`src/scs_pkg.sv`:
```
// constants for the system clock source selector: register map, field layout,
// reset values, switch states and pll limits. assumes a 250 MHz fabric clock.
package scs_pkg;
	localparam int unsigned CLK_MHZ = 250;
	localparam logic [4:0] ADDR_SYS_CFG = 5'h00;
	localparam logic [4:0] ADDR_PLL_CFG = 5'h04;
	localparam logic [4:0] ADDR_PRESC = 5'h08;
	localparam logic [4:0] ADDR_STATUS = 5'h0c;
	// source select codes
	localparam logic [1:0] SRC_WAKEUP = 2'h0;
	localparam logic [1:0] SRC_OSC = 2'h2;
	localparam logic [1:0] SRC_DIRECT = 2'h3;
	// internal route codes, index into the candidate clock vector
	localparam logic [1:0] ROUTE_WAKE = 2'h0;
	localparam logic [1:0] ROUTE_PRESC = 2'h1;
	localparam logic [1:0] ROUTE_PLL = 2'h2;
	localparam logic [1:0] ROUTE_DIRECT = 2'h3;
	// pll_config_reg layout
	localparam int unsigned PLL_BYPASS_BIT = 0;
	localparam int unsigned PLL_REFSEL_BIT = 1;
	localparam int unsigned PLL_BAND_LSB = 2;
	localparam int unsigned PLL_INPUT_DIV_FIELD_LSB = 4;
	localparam int unsigned PLL_FEEDBACK_MULT_FIELD_LSB = 8;
	localparam int unsigned PLL_OUTPUT_DIV_FIELD_LSB = 16;
	localparam int unsigned PLL_CFG_W = 23;
	localparam logic [22:0] PLL_CFG_RESET = 23'h000001;
	localparam logic [1:0] SYS_CFG_RESET = 2'h0;
	localparam logic [9:0] PRESC_RESET = 10'h000;
	// status layout: [1:0] active route, [2] switching, [3] locked, [4] vco in range
	localparam int unsigned STAT_SWITCH_BIT = 2;
	localparam int unsigned STAT_LOCK_BIT = 3;
	localparam int unsigned STAT_RANGE_BIT = 4;
	// vco bands in MHz, controlled mode
	localparam logic [7:0] BAND0_LO_MHZ = 8'h30;
	localparam logic [7:0] BAND0_HI_MHZ = 8'h70;
	localparam logic [7:0] BAND1_LO_MHZ = 8'h60;
	localparam logic [7:0] BAND1_HI_MHZ = 8'ha0;
	localparam logic [10:0] PRESC_MAX_FACTOR = 11'h400;
	localparam logic [15:0] PERIOD_RESET = 16'h0001;
	typedef enum logic [1:0] {
		SW_RUN = 2'b00,
		SW_DRAIN = 2'b01,
		SW_WAIT = 2'b11
	} scs_sw_type;
endpackage

```
`src/scs_clock_select.sv`:
```
// system clock source selector: wakeup, prescaled oscillator, digital pll,
// direct pin; glitch-free switching except when leaving the pll, whose high phase is cut short; axi4-lite register slave.
// clock pins are sampled levels, far slower than clk; sys_clk is a registered level.
`timescale 1ns/100ps
module scs_clock_select (
	input wire logic clk, // 250 MHz fabric clock
	input wire logic reset, // async, active high
	input wire logic ce, // clock enable, freezes all state when low
	input wire logic crystal_input_pin, // oscillator level
	input wire logic onchip_clk_in, // on-chip clock source level
	input wire logic direct_clock_pin, // direct drive clock level
	input wire logic wakeup_clk_in, // wakeup oscillator level
	output logic sys_clk, // generated system clock
	input wire logic [4:0] s_axi_awaddr, // write address
	input wire logic s_axi_awvalid, // write address valid
	output logic s_axi_awready, // write address ready
	input wire logic [31:0] s_axi_wdata, // write data
	input wire logic [3:0] s_axi_wstrb, // write byte lanes
	input wire logic s_axi_wvalid, // write data valid
	output logic s_axi_wready, // write data ready
	output logic [1:0] s_axi_bresp, // write response
	output logic s_axi_bvalid, // write response valid
	input wire logic s_axi_bready, // write response ready
	input wire logic [4:0] s_axi_araddr, // read address
	input wire logic s_axi_arvalid, // read address valid
	output logic s_axi_arready, // read address ready
	output logic [31:0] s_axi_rdata, // read data
	output logic [1:0] s_axi_rresp, // read response
	output logic s_axi_rvalid, // read data valid
	input wire logic s_axi_rready // read data ready
);
	function automatic logic [31:0] merge(input logic [31:0] old, input logic [31:0] nw,
		input logic [3:0] strb);
		logic [31:0] r;
		r = old;
		for (int i = 0; i < 4; i++) begin
			if (strb[i]) begin
				r[8*i +: 8] = nw[8*i +: 8];
			end
		end
		return r;
	endfunction

	// registers
	logic [1:0] sys_cfg_reg;
	logic [22:0] pll_cfg_reg;
	logic [9:0] presc_reg;
	// bus state
	logic [4:0] awaddr_reg;
	logic [31:0] wdata_reg;
	logic [3:0] wstrb_reg;
	// sampled pins
	logic osc_reg, osc_prev_reg, direct_reg, wake_reg;
	// prescaler
	logic [9:0] presc_cnt_reg;
	logic presc_clk_reg;
	// pll
	logic [15:0] tcnt_reg, tmeas_reg, tused_reg;
	logic [27:0] acc_reg;
	logic pll_clk_reg;
	// switch
	scs_pkg::scs_sw_type st_reg;
	logic [1:0] route_reg;
	logic sys_clk_reg;

	// field decode
	wire bypass = pll_cfg_reg[scs_pkg::PLL_BYPASS_BIT];
	wire ref_sel = pll_cfg_reg[scs_pkg::PLL_REFSEL_BIT];
	wire [1:0] band = pll_cfg_reg[scs_pkg::PLL_BAND_LSB +: 2];
	wire [4:0] p_fac = {1'b0, pll_cfg_reg[scs_pkg::PLL_INPUT_DIV_FIELD_LSB +: 4]} + 5'h01;
	wire [7:0] n_fac = {1'b0, pll_cfg_reg[scs_pkg::PLL_FEEDBACK_MULT_FIELD_LSB +: 7]} + 8'h01;
	wire [7:0] k2_fac = {1'b0, pll_cfg_reg[scs_pkg::PLL_OUTPUT_DIV_FIELD_LSB +: 7]} + 8'h01;
	wire [10:0] presc_fac = {1'b0, presc_reg} + 11'h001;
	wire [9:0] presc_half = presc_fac[10:1];

	// route from configuration
	wire [1:0] target_route = (sys_cfg_reg == scs_pkg::SRC_DIRECT) ? scs_pkg::ROUTE_DIRECT :
		(sys_cfg_reg != scs_pkg::SRC_OSC) ? scs_pkg::ROUTE_WAKE :
		bypass ? scs_pkg::ROUTE_PRESC : scs_pkg::ROUTE_PLL;
	wire pll_en = (sys_cfg_reg == scs_pkg::SRC_OSC) && !bypass;

	// oscillator edges and prescaler
	wire osc_rise = osc_reg && !osc_prev_reg;
	wire [9:0] presc_cnt_next = (presc_cnt_reg >= presc_reg) ? 10'h000 : presc_cnt_reg + 10'h001;
	wire presc_clk_next = (presc_reg == 10'h000) ? osc_reg :
		osc_rise ? (presc_cnt_next < presc_half) : presc_clk_reg;

	// pll: reference period tracked one cycle per edge, then a rate accumulator
	wire [15:0] tcnt_inc = (tcnt_reg == 16'hffff) ? tcnt_reg : tcnt_reg + 16'h0001;
	wire [15:0] tused_next = (tused_reg < tmeas_reg) ? tused_reg + 16'h0001 :
		(tused_reg > tmeas_reg) ? tused_reg - 16'h0001 : tused_reg;
	wire [27:0] thr = 28'(tused_reg) * 28'(p_fac) * 28'(k2_fac);
	wire [27:0] acc_sum = acc_reg + {19'h0, n_fac, 1'b0};
	wire pll_toggle = pll_en && (acc_sum >= thr);
	wire pll_locked = pll_en && (tused_reg == tmeas_reg);
	// f_vco = 250 * N / (T * P) MHz, compared without a divider
	// operands widened first, a self-sized product would wrap at 16 bits
	wire [27:0] ref_prod = 28'(tused_reg) * 28'(p_fac);
	wire [35:0] vco_num = 36'(scs_pkg::CLK_MHZ) * 36'(n_fac);
	wire [7:0] band_lo = band[0] ? scs_pkg::BAND1_LO_MHZ : scs_pkg::BAND0_LO_MHZ;
	wire [7:0] band_hi = band[0] ? scs_pkg::BAND1_HI_MHZ : scs_pkg::BAND0_HI_MHZ;
	wire vco_in_range = (36'(band_lo) * 36'(ref_prod) <= vco_num)
		&& (vco_num <= 36'(band_hi) * 36'(ref_prod)) && !band[1];

	// candidate clocks indexed by route
	wire [3:0] cand = {direct_reg, pll_clk_reg, presc_clk_reg, wake_reg};
	wire cur_clk = cand[route_reg];

	// bus decode
	wire aw_take = s_axi_awvalid && s_axi_awready;
	wire w_take = s_axi_wvalid && s_axi_wready;
	wire ar_take = s_axi_arvalid && s_axi_arready;
	wire wr_go = !s_axi_awready && !s_axi_wready && !s_axi_bvalid;
	wire wr_map = awaddr_reg <= scs_pkg::ADDR_PRESC;
	wire rd_map = s_axi_araddr <= scs_pkg::ADDR_STATUS;
	wire [31:0] status_word = {27'h0, vco_in_range, pll_locked,
		st_reg != scs_pkg::SW_RUN, route_reg};
	wire [31:0] rd_word = (s_axi_araddr == scs_pkg::ADDR_SYS_CFG) ? {30'h0, sys_cfg_reg} :
		(s_axi_araddr == scs_pkg::ADDR_PLL_CFG) ? {9'h0, pll_cfg_reg} :
		(s_axi_araddr == scs_pkg::ADDR_PRESC) ? {22'h0, presc_reg} :
		(s_axi_araddr == scs_pkg::ADDR_STATUS) ? status_word : 32'h0;
	// write targets take effect in one step; ordering is software's concern
	wire [31:0] sys_cfg_wr = merge({30'h0, sys_cfg_reg}, wdata_reg, wstrb_reg);
	wire [31:0] pll_cfg_wr = merge({9'h0, pll_cfg_reg}, wdata_reg, wstrb_reg);
	wire [31:0] presc_wr = merge({22'h0, presc_reg}, wdata_reg, wstrb_reg);

	always_ff @(posedge clk or posedge reset) begin
		if (reset) begin
			s_axi_awready <= 1'b1;
			s_axi_wready <= 1'b1;
			s_axi_bvalid <= 1'b0;
			s_axi_bresp <= 2'h0;
			awaddr_reg <= 5'h00;
			wdata_reg <= 32'h0;
			wstrb_reg <= 4'h0;
		end else if (ce) begin
			if (aw_take) begin
				s_axi_awready <= 1'b0;
				awaddr_reg <= s_axi_awaddr;
			end
			if (w_take) begin
				s_axi_wready <= 1'b0;
				wdata_reg <= s_axi_wdata;
				wstrb_reg <= s_axi_wstrb;
			end
			if (wr_go) begin
				s_axi_bvalid <= 1'b1;
				s_axi_bresp <= wr_map ? 2'h0 : 2'h2;
			end else if (s_axi_bvalid && s_axi_bready) begin
				s_axi_bvalid <= 1'b0;
				s_axi_awready <= 1'b1;
				s_axi_wready <= 1'b1;
			end
		end
	end

	always_ff @(posedge clk or posedge reset) begin
		if (reset) begin
			sys_cfg_reg <= scs_pkg::SYS_CFG_RESET;
			pll_cfg_reg <= scs_pkg::PLL_CFG_RESET;
			presc_reg <= scs_pkg::PRESC_RESET;
		end else if (ce && wr_go) begin
			if (awaddr_reg == scs_pkg::ADDR_SYS_CFG) begin
				sys_cfg_reg <= sys_cfg_wr[1:0];
			end
			if (awaddr_reg == scs_pkg::ADDR_PLL_CFG) begin
				pll_cfg_reg <= pll_cfg_wr[22:0];
			end
			if (awaddr_reg == scs_pkg::ADDR_PRESC) begin
				presc_reg <= presc_wr[9:0];
			end
		end
	end

	always_ff @(posedge clk or posedge reset) begin
		if (reset) begin
			s_axi_arready <= 1'b1;
			s_axi_rvalid <= 1'b0;
			s_axi_rdata <= 32'h0;
			s_axi_rresp <= 2'h0;
		end else if (ce) begin
			if (ar_take) begin
				s_axi_arready <= 1'b0;
				s_axi_rvalid <= 1'b1;
				s_axi_rdata <= rd_word;
				s_axi_rresp <= rd_map ? 2'h0 : 2'h2;
			end else if (s_axi_rvalid && s_axi_rready) begin
				s_axi_rvalid <= 1'b0;
				s_axi_arready <= 1'b1;
			end
		end
	end

	// pin sampling and prescaler
	always_ff @(posedge clk or posedge reset) begin
		if (reset) begin
			osc_reg <= 1'b0;
			osc_prev_reg <= 1'b0;
			direct_reg <= 1'b0;
			wake_reg <= 1'b0;
			presc_cnt_reg <= 10'h000;
			presc_clk_reg <= 1'b0;
		end else if (ce) begin
			osc_reg <= ref_sel ? onchip_clk_in : crystal_input_pin;
			osc_prev_reg <= osc_reg;
			direct_reg <= direct_clock_pin;
			wake_reg <= wakeup_clk_in;
			presc_clk_reg <= presc_clk_next;
			if (osc_rise) begin
				presc_cnt_reg <= presc_cnt_next;
			end
		end
	end

	// pll; frozen at zero phase while not selected
	always_ff @(posedge clk or posedge reset) begin
		if (reset) begin
			tcnt_reg <= 16'h0000;
			tmeas_reg <= scs_pkg::PERIOD_RESET;
			tused_reg <= scs_pkg::PERIOD_RESET;
			acc_reg <= 28'h0;
			pll_clk_reg <= 1'b0;
		end else if (ce) begin
			tcnt_reg <= osc_rise ? 16'h0000 : tcnt_inc;
			if (osc_rise) begin
				tmeas_reg <= tcnt_inc;
				tused_reg <= tused_next;
			end
			if (!pll_en) begin
				acc_reg <= 28'h0;
				pll_clk_reg <= 1'b0;
			end else if (pll_toggle) begin
				acc_reg <= acc_sum - thr;
				pll_clk_reg <= !pll_clk_reg;
			end else begin
				acc_reg <= acc_sum;
			end
		end
	end

	// glitch-free switch: finish old high phase, then wait for new source low
	always_ff @(posedge clk or posedge reset) begin
		if (reset) begin
			st_reg <= scs_pkg::SW_RUN;
			route_reg <= scs_pkg::ROUTE_WAKE;
			sys_clk_reg <= 1'b0;
		end else if (ce) begin
			case (st_reg)
				scs_pkg::SW_RUN: begin
					sys_clk_reg <= cur_clk;
					if (target_route != route_reg) begin
						st_reg <= scs_pkg::SW_DRAIN;
					end
				end
				scs_pkg::SW_DRAIN: begin
					sys_clk_reg <= cur_clk && sys_clk_reg; // no new high phase of old
					if (!cur_clk) begin
						route_reg <= target_route;
						st_reg <= scs_pkg::SW_WAIT;
					end
				end
				scs_pkg::SW_WAIT: begin
					sys_clk_reg <= 1'b0;
					if (!cur_clk) begin
						st_reg <= scs_pkg::SW_RUN;
					end
				end
				default: begin
					st_reg <= scs_pkg::SW_RUN;
				end
			endcase
		end
	end

	assign sys_clk = sys_clk_reg;

	// checks
	chk_direct_pass: assert property (@(posedge clk) disable iff (reset)
		(ce && st_reg == scs_pkg::SW_RUN && route_reg == scs_pkg::ROUTE_DIRECT)
		|=> sys_clk_reg == $past(direct_reg))
		else $error("direct clock not passed through");
	chk_presc_route: assert property (@(posedge clk) disable iff (reset)
		(ce && st_reg == scs_pkg::SW_RUN && route_reg == scs_pkg::ROUTE_PRESC)
		|=> sys_clk_reg == $past(presc_clk_reg))
		else $error("prescaled clock not routed");
	chk_presc_wrap: assert property (@(posedge clk) disable iff (reset)
		(ce && osc_rise && presc_cnt_reg == presc_reg) |=> presc_cnt_reg == 10'h000)
		else $error("prescaler count does not wrap at field value");
	chk_presc_limit: assert property (@(posedge clk) disable iff (reset)
		presc_fac <= scs_pkg::PRESC_MAX_FACTOR && presc_fac != 11'h000)
		else $error("prescaler factor out of range");
	chk_unity_follow: assert property (@(posedge clk) disable iff (reset)
		(ce && presc_reg == 10'h000) |=> presc_clk_reg == $past(osc_reg))
		else $error("unity prescaler does not follow oscillator");
	chk_pll_idle: assert property (@(posedge clk) disable iff (reset)
		(ce && !pll_en) |=> (acc_reg == 28'h0 && !pll_clk_reg))
		else $error("pll runs while not selected");
	chk_pll_toggle: assert property (@(posedge clk) disable iff (reset)
		(ce && pll_en && acc_sum >= thr) |=> pll_clk_reg != $past(pll_clk_reg))
		else $error("pll missed a toggle");
	chk_ref_select: assert property (@(posedge clk) disable iff (reset)
		ce |=> osc_reg == ($past(ref_sel) ? $past(onchip_clk_in) : $past(crystal_input_pin)))
		else $error("wrong reference selected");
	chk_period_slew: assert property (@(posedge clk) disable iff (reset)
		ce |=> (tused_reg - $past(tused_reg) <= 16'h0001
			|| $past(tused_reg) - tused_reg <= 16'h0001))
		else $error("pll period stepped abruptly");
	chk_wake_pass: assert property (@(posedge clk) disable iff (reset)
		(ce && st_reg == scs_pkg::SW_RUN && route_reg == scs_pkg::ROUTE_WAKE)
		|=> sys_clk_reg == $past(wake_reg))
		else $error("wakeup clock not routed");
	chk_no_glitch: assert property (@(posedge clk) disable iff (reset)
		$rose(sys_clk_reg) |-> $past(st_reg) == scs_pkg::SW_RUN)
		else $error("system clock rose during a switch");
endmodule

```
`config.mk`:
```
export PLATFORM = sky130hd
export DESIGN_NAME = scs_clock_select
export DESIGN_NICKNAME = d
export VERILOG_FILES = /design/src/scs_pkg.sv /design/src/scs_clock_select.sv
export SDC_FILE = /design/constraint.sdc
export NUM_CORES = 1
export LEC_CHECK = 0
export BUFFER_PORTS_ARGS = -buffer_cell sky130_fd_sc_hd__buf_4
export CORE_MARGIN = 2
export CORE_UTILIZATION = 40
export DETAILED_ROUTE_END_ITERATION = 12
export HOLD_SLACK_MARGIN = 0.06
export MAX_ROUTING_LAYER = met4
export PLACE_DENSITY = 0.56
export SLEW_MARGIN = 30
export SYNTH_ARGS = -nofsm -noshare
export SYNTH_HDL_FRONTEND = slang
export SYNTH_SLANG_ARGS = --single-unit
export TNS_END_PERCENT = 20
```
`constraint.sdc`:
```
create_clock -name clk -period 17.3 [get_ports clk]
set_input_delay 4.325 -clock clk [delete_from_list [all_inputs] [get_ports clk]]
set_output_delay 4.325 -clock clk [all_outputs]
set_load 0.02 [all_outputs]
```
; Yosys cells after proc, flatten, opt, wreduce, memory -nomap -nowiden
; Cells that the tools add are included.
[word_totals]
ff_bits = 204
input_bits = 58
out_inout_bits = 42
[op_classes]
n_addsub = 10
mul = 5
order_cmp = 10
n_eq_ne = 17
n_mux = 42
n_bitwise = 1
reduce_logical = 51
[ops]
columns = operator, count
row1 = two-way mux 16 bit, 4
row2 = two-way mux 28 bit, 2
row3 = two-way mux 23 bit, 2
row4 = "adder 16 x 1 -> 16 bit, second input constant", 2
row5 = <= comparator 16 x 29 -> 1 bit, 1
row6 = multiplier 8 x 21 -> 29 bit, 1
row7 = adder 28 x 9 -> 28 bit, 1
row8 = >= comparator 28 bit, 1
row9 = <= comparator 28 x 16 -> 1 bit, 1
row10 = multiplier 21 x 8 -> 28 bit, 1
row11 = multiplier 7 x 21 -> 28 bit, 1
row12 = subtractor 28 bit, 1
row13 = AND reduction 3 bit, 8
row14 = multiplier 16 x 5 -> 21 bit, 1
row15 = two-way mux 10 bit, 2
row16 = AND reduction 2 bit, 10
row17 = two-way mux 1 bit, 18
row18 = "adder 7 x 1 -> 8 bit, second input constant", 2
row19 = equality test 16 bit, 1
row20 = "equality test 16 bit, second input constant", 1
row21 = > comparator 16 bit, 1
row22 = < comparator 16 bit, 1
row23 = two-way mux 2 bit, 8
row24 = "subtractor 16 x 1 -> 16 bit, second input constant", 1
row25 = 30 further kinds, 64

; Logic depth before layout (Yosys ltp)
; Gate-level depths: netlist of the first run.
[logic_depth]
depth_word = 10
ltp_mapped = 48

; Worst setup path before layout of the first run
; Ideal clock, no wire load.
[synth_timing]
kind = reg2reg
start = register pll_cfg_reg[4]
end = register acc_reg[23]
setup_ns = 0.126
arrival_ns = 10.842
path_slack_ns = 6.332
path_stages_with_launch = 46
period_less_slack_ns = 10.968
path_cell_list = dfrtp_1 clkbuf_1 nand3_1 xnor2_1 clkbuf_1 nand2_1 fa_1 fa_1 fa_1 inv_1 ha_1 o21ai_0 o21bai_1 a311o_1 a21oi_1 o21ai_0 xnor2_1 inv_1 [... 10 more ...] a221o_1 nor3_1 a211o_1 nand4_1 a31oi_1 o21bai_1 a21oi_1 xor2_1 ha_1 a21o_1 a21o_1 a21oi_1 nand2_1 o21ai_0 a21o_1 buf_2 nor2_1 a221o_1
[synth_via]
elab_chain_cells = 7
elab_cells_between_ends = 8
cone_classes = 2 x add/sub / 2 x mul / 1 x order compare / 2 x mux / 1 x reduce/logical
[synth_lines]
columns = item, line_no
row1 = "start, declared", scs_clock_select.sv:46  ; logic [22:0] pll_cfg_reg;
row2 = "start signal, assigned", scs_clock_select.sv:160  ; pll_cfg_reg <= scs_pkg::PLL_CFG_RESET;
row3 = "start signal, assigned", scs_clock_select.sv:167  ; pll_cfg_reg <= pll_cfg_wr[22:0];
row4 = adder 4 x 1 -> 5 bit (*), scs_clock_select.sv:70  ; wire [4:0] p_fac = {1'b0, pll_cfg_reg[scs_pkg::PLL_INPUT_DIV_FIELD_LSB +: 4]} + 5'h01;
row5 = multiplier 16 x 5 -> 21 bit (*), scs_clock_select.sv:92  ; wire [27:0] thr = 28'(tused_reg) * 28'(p_fac) * 28'(k2_fac);
row6 = multiplier 21 x 8 -> 28 bit (*), scs_clock_select.sv:92
row7 = >= comparator 28 bit, scs_clock_select.sv:94  ; wire pll_toggle = pll_en && (acc_sum >= thr);
row8 = logical AND 1 bit, scs_clock_select.sv:94
row9 = two-way mux 28 bit (*), scs_clock_select.sv:232  ; end else if (pll_toggle) begin
row10 = two-way mux 28 bit (*), scs_clock_select.sv:229  ; if (!pll_en) begin
row11 = "end signal, assigned", scs_clock_select.sv:233  ; acc_reg <= acc_sum - thr;
row12 = "end signal, assigned", scs_clock_select.sv:236  ; acc_reg <= acc_sum;
row13 = "end, declared", scs_clock_select.sv:59  ; logic [27:0] acc_reg;
; Mark *: on every way between the ends. The rest lies on a longest branch, timed or not.
; A chain may end at the register's enable or synchronous reset.

; Worst setup path after layout of the first run
; Ends and elaborated chain as after synthesis.

==> metrics, run 1 <==
status=finished, final reports clean; ant diodes=0; Synth Warn #=0; Max Cap Viol=0; Worst Path Required=17.64 ns; post-CTS setup buffers=0; first-pass GRT wire length=113 mm; DRT iter0 DRCs=1110; stages on the worst setup path=39; CTS resizes=0; Synth Area per Inst=8.86 µm²; Tmin final=13.38 ns; Tcrit/Tclk final=77.4%; Setup crit end kind=flop; area fraction in compound gates after synthesis=13.8%; CTS tree=built; DIE AREA=68300 µm²; relative slew slack=35.6%; cells after synthesis=2990; Core Area=65600 µm²; crit-path most repeated cell=fa_1; via count=21096; Remaining Overflow, GRT=0; ys async rst share=100%; Final Core Density=43.5%; Clock Pin Slew Worst Setup and Hold Paths=0.08 ns; Clock Path Buffers=2; Hold WC Path Type=reg2reg; synth unique cells=81; initial antenna violation count=0; Top Family by Delay on Critical Path=adder cells; Routed WL=67.8 mm; IO Port Bufs=78; Routability Congestion=0.905; Post-Synth Simple-Gate Area=15.5%; Setup crit start=pll_cfg_reg[4]; Top FF cell, synth=dfrtp_1; TritonCTS Sinks=193; DPL Wire Length=54.9 mm; Post-Place Setup Slack=3.90 ns; Root Buffer=clkbuf_16; worst reg2reg endpoint=acc_reg[23]; RSZ-0062 raised after global routing=no; # DRC=0; Top Ports=100; DR WL/cell=17.4 µm; Post-Synth XOR/XNOR Area=5.75%; CP bufs+invs=4; flops & latches, synth=193; DRT Pass-1 Iters=5; Antenna Violating Nets Remaining=0; row cnt=94; Syn Std Cell Area=26500 µm²; slowest stage delay, CP=0.79 ns; r2r setup slk=3.92 ns; area delta synth->final=7.87%; commonest non-fill, non-tap cell in the layout=ha_1; crit path to=acc_reg[23]; Post-CTS Hold Buffers=0; Post-Route Setup TNS=0 ns; WP data arrival=13.72 ns; CTS buffer count=17; Starting Density=40.4%; startpoint types=flop; Final Hold Viols=0; most frequent cells in the layout=ha_1, inv_1, nor2_1; Seq/Total Area, Yosys=18.3%; vias in the first global route=21434; clk_skew=0.0219 ns; achievable frequency=74.7 MHz; EDFF count, synth=0; multiplexer area fraction after synthesis=4.54%; share of cells above drive strength 1=8.80%; fin worst setup slack=3.92 ns; GRT Total Usage=21.1%; # H-tree levels=4; max FFs per register=28; Via density=5.41; largest family of logic cells by synthesized area=adder cells; Final Net Count=3689; worst hold path depth=2; clk_lat worst skew=0.47 ns; Post-Synth Adder-Cell Area=35.1%; chip height=261 µm; final setup violation count=0; maximum number of pins on one net before global-route repair=120; CP max-delay cell=dfrtp_1; Slew Limit Fails=0; Die Wd=261 µm; CP Max Fanout=20; RR Startpoint=pll_cfg_reg[4]; Slew @ Worst Pin=0.966 ns; kind of critical path=reg2reg; cells on worst reg2reg path=39
metrics by stage:
stage | area (µm²) | hold WS [ns] | instances
after CTS | 28600 | 0.489 | 3897
final | 28600 | 0.487 | 3897
after global placement | 28000 | 0.468 | 3864
after detailed placement | 28000 | 0.471 | 3865
after floorplan | 26500 | 0.449 | 3000
after global routing | 28600 | 0.506 | 3897
layer usage:
layer / vias to the layer above / global-route usage [%] / part of all wire (%)
met3: 63 / 2.64 / 4.0
met2: 448 / 32.8 / 46
met4: 0 / 5.33 / 2.2
met5: - / - / 0
met1: 10364 / 29.0 / 48
li1: 10221 / - / -
worst min-delay path by stage:
stage	start	to	slack, ns
3_5_place_dp	tmeas_reg[14]	tmeas_reg[14]	0.47
6_report	tmeas_reg[14]	tmeas_reg[14]	0.49
2_1_floorplan	tmeas_reg[14]	tmeas_reg[14]	0.45
4_1_cts	tmeas_reg[14]	tmeas_reg[14]	0.49
5_1_grt	tmeas_reg[11]	tmeas_reg[11]	0.51
3_3_place_gp	tmeas_reg[12]	tmeas_reg[12]	0.47
cell families after synthesis:
kind of cell	Yosys count
XOR/XNOR	173
adder cells (fa/ha/maj)	611
AO/OA/AOI/OAI	555
multiplexers	106
flip-flops	193
AND/OR/NAND/NOR	865
buffers and inverters	486
other	1
worst min-delay path, stage by stage, from the launching register on:
cell	delay, ns
dfrtp_1	0.35
nand2_1	0.05
o31ai_1	0.05
Yosys cell counts (6+ instances only):
| library cell | count | area (µm²) |
|---|---|---|
| a211o_1 | 7 | 61.3 |
| a211oi_1 | 15 | 113 |
| a21boi_0 | 8 | 60.1 |
| a21o_1 | 47 | 353 |
| a21oi_1 | 125 | 626 |
| a22o_1 | 25 | 219 |
| a22oi_1 | 9 | 67.6 |
| a31oi_1 | 23 | 144 |
| and2_1 | 56 | 350 |
| and3_1 | 26 | 163 |
| and4_1 | 10 | 87.6 |
| buf_2 | 8 | 40.0 |
| buf_4 | 11 | 82.6 |
| clkbuf_1 | 83 | 312 |
| dfrtp_1 | 187 | 4680 |
| dfstp_2 | 6 | 158 |
| fa_1 | 219 | 4380 |
| ha_1 | 392 | 4900 |
| inv_1 | 378 | 1420 |
| mux2_2 | 82 | 923 |
| mux2i_1 | 20 | 200 |
| nand2_1 | 208 | 781 |
| nand2b_1 | 42 | 263 |
| nand3_1 | 73 | 365 |
| nand4_1 | 21 | 131 |
| nor2_1 | 280 | 1050 |
| nor2b_1 | 39 | 244 |
| nor3_1 | 50 | 250 |
| nor4_1 | 16 | 100 |
| o2111ai_1 | 6 | 52.6 |
| o211ai_1 | 10 | 75.1 |
| o21a_1 | 19 | 143 |
| o21ai_0 | 140 | 701 |
| o21bai_1 | 21 | 158 |
| o221ai_1 | 6 | 52.6 |
| o22ai_1 | 7 | 43.8 |
| o2bb2ai_1 | 19 | 166 |
| o31ai_1 | 14 | 105 |
| or2_2 | 16 | 100 |
| or3_1 | 11 | 68.8 |
| xnor2_1 | 104 | 911 |
| xor2_1 | 68 | 596 |
cell type report:
class	count	area [µm²]
clock buffers	20	457
clock inverters	12	110
fillers	6499	37100
inverters	382	1440
well taps	864	1080
repair buffers	105	808
flip-flops and latches	193	4840
multi-input cells	2321	19800
Power of run 1 is left out: the tool's default activity adds up to more than one toggle a clock period on the data nets, which glitch-free logic cannot reach.
==> run 2, diff against run 1 <==
--- a/config.mk
+++ b/config.mk
@@ -11,7 +11,7 @@
 export DETAILED_ROUTE_END_ITERATION = 12
 export HOLD_SLACK_MARGIN = 0.06
 export MAX_ROUTING_LAYER = met4
-export PLACE_DENSITY = 0.56
+export PLACE_DENSITY = 0.58
 export SLEW_MARGIN = 30
 export SYNTH_ARGS = -nofsm -noshare
 export SYNTH_HDL_FRONTEND = slang
==> constraint.sdc (replaced) <==
create_clock -name clk -period 12.3 [get_ports clk]
set_input_delay 3.075 -clock clk [delete_from_list [all_inputs] [get_ports clk]]
set_output_delay 3.075 -clock clk [all_outputs]
set_load 0.02 [all_outputs]
==> run 2 against run 1 <==
Design area rose by 0.43%. Utilization increased by 0.19 points. Worst setup slack got worse by 3.2 ns. Sequential share of layout area shrank 0.072 points. Critical path depth is 3 higher. Count of clock-buffer cells in the layout decreased by 2. First-iteration DRC count is 16% higher. Register-to-register slack lost 3.2 ns. Critical path type unchanged.
==> metrics, run 2 (synthesis results as in run 1) <==
kind of critical path=reg2reg; Die Wd=261 µm (unchanged); chip height=261 µm (unchanged); via count=21245 (+0.71%); Slew Limit Fails=0 (unchanged); area delta synth->final=8.33%; Top Ports=100 (unchanged); relative slew slack=38.1% (+2.5 points); DPL Wire Length=54.5 mm (-0.88%); Tmin final=11.57 ns (-1.81 ns); row cnt=94 (unchanged); ant diodes=0 (unchanged); status=finished, final reports clean; TritonCTS Sinks=193 (unchanged); area of the multi-input gates=19900 µm² (+0.16%); final setup violation count=0 (unchanged); Clock Pin Slew Worst Setup and Hold Paths=0.08 ns (about the same); FF/Latch Area=4840 µm² (unchanged); commonest non-fill, non-tap cell in the layout=ha_1; RSZ-0062 raised after global routing=no; initial antenna violation count=0 (unchanged); Max Cap Viol=0 (unchanged); Setup crit end kind=flop; CTS resizes=0 (unchanged); Via density=5.44 (+0.50%); share of cells above drive strength 1=9.21% (+0.40 points); final cell count without fillers=3905 (+0.21%); fin worst setup slack=0.728 ns (-3.19 ns); # DRC=0 (unchanged); Antenna Violating Nets Remaining=0 (unchanged); CTS buffer count=17 (unchanged); Post-CTS Hold Buffers=0 (unchanged); Final Hold Viols=0 (unchanged); design area=28700 µm² (+0.43%); Hold WC Path Type=reg2reg; DRT Pass-1 Iters=7 (+2); Final Net Count=3697 (+0.22%); dpl cell area=28100 µm² (+0.18%); Starting Density=40.4% (unchanged); DIE AREA=68300 µm² (unchanged); crit-path most repeated cell=fa_1; Tcrit/Tclk final=94.1% (+17 points); Clock Path Buffers=2 (unchanged); Filler Cell Count=6425 (-1.1%); CTS tree=built; CP max-delay cell=fa_1; Worst Path Required=12.64 ns (-5.00 ns); WP data arrival=11.91 ns (-1.81 ns); maximum number of pins on one net before global-route repair=114 (-5.0%); # H-tree levels=4 (unchanged); Post-Place Setup Slack=0.161 ns (-3.74 ns); clk_skew=0.0211 ns (-0.000840 ns); GRT Total Usage=20.9% (-0.19 points); achievable frequency=86.4 MHz (+16%); max FFs per register=28 (unchanged); slowest stage delay, CP=0.56 ns (-0.23 ns); Routability Congestion=0.917 (+1.3%); post-CTS setup buffers=0 (unchanged); Remaining Overflow, GRT=0 (unchanged); first-pass GRT wire length=112 mm (-0.97%); Root Buffer=clkbuf_16; DR WL/cell=17.1 µm (-1.7%); IO Port Bufs=78 (unchanged); vias in the first global route=21602 (+0.78%); Slew @ Worst Pin=0.926 ns (-0.0402 ns); Post-Route Setup TNS=0 ns (unchanged); CP Max Fanout=19 (-5.0%); most frequent cells in the layout=ha_1, inv_1, nor2_1; Routed WL=66.8 mm (-1.5%); DRT iter0 DRCs=1293 (+16%); Core Area=65600 µm² (unchanged); clk_lat worst skew=0.47 ns (about the same); startpoint types=flop; cell total after placement=3873 (+0.21%)
## run 2: changes by cell type in the layout (fill, tap and decap cells not counted), sizes merged
cell,change
clkinv,+2
bufinv,+1
clkinvlp,+2
buf,+8
clkbuf,-2
inv,-3
## run 2: stage by stage
| step | utilization, % | hold WS (ns) |
|---|---|---|
| 2_1_floorplan | - | 0.449 |
| 3_3_place_gp | 42.7 | 0.468 |
| 3_5_place_dp | 42.7 | 0.474 |
| 4_1_cts | 43.7 | 0.493 |
| 5_1_grt | 43.7 | 0.509 |
| 6_report | 43.7 | 0.486 |
## run 2: metal layers
| metal | vias up | wire [µm] | global-route usage, % |
|---|---|---|---|
| met2 | 466 | 30700 | 32.7 |
| met4 | 0 | 1620 | 6.06 |
| li1 | 10233 | - | - |
| met1 | 10460 | 31200 | 27.8 |
| met5 | - | 0 | - |
| met3 | 86 | 3300 | 3.36 |
## run 2: area by class of cell
| cell class | count | share of cell area [%] |
|---|---|---|
| clock buffers | 18 | 1.53 |
| clock inverters | 14 | 0.593 |
| inverters | 382 | 5.04 |
| multi-input cells | 2321 | 69.3 |
| flip-flops and latches | 193 | 16.9 |
| well taps | 864 | 3.77 |
| repair buffers | 113 | 2.97 |
## run 2: worst paths after layout
path	start	endpoint	slack (ns)	cells past startpoint
worst max-delay path	pll_cfg_reg[4]	acc_reg[26]	0.73	42
worst min-delay path	tmeas_reg[9]	tmeas_reg[9]	0.49	2
worst max register to register	pll_cfg_reg[4]	acc_reg[26]	0.73	42
worst min register to register	tmeas_reg[9]	tmeas_reg[9]	0.49	2
max in group asynchronous	reset	s_axi_rdata[18]	8.17	3
min in group asynchronous	reset	wdata_reg[15]	2.74	2
## run 2: worst max-delay path: cells and delay by family (launching register included)
kind	cells	cell delay [ns]
flops	1	0.35
xor+xnor	3	0.59
compound gates	12	2.95
buf+inv	6	0.89
fa+ha+maj	10	4.59
simple gates	11	2.06
Power of run 2 is left out for the same reason.
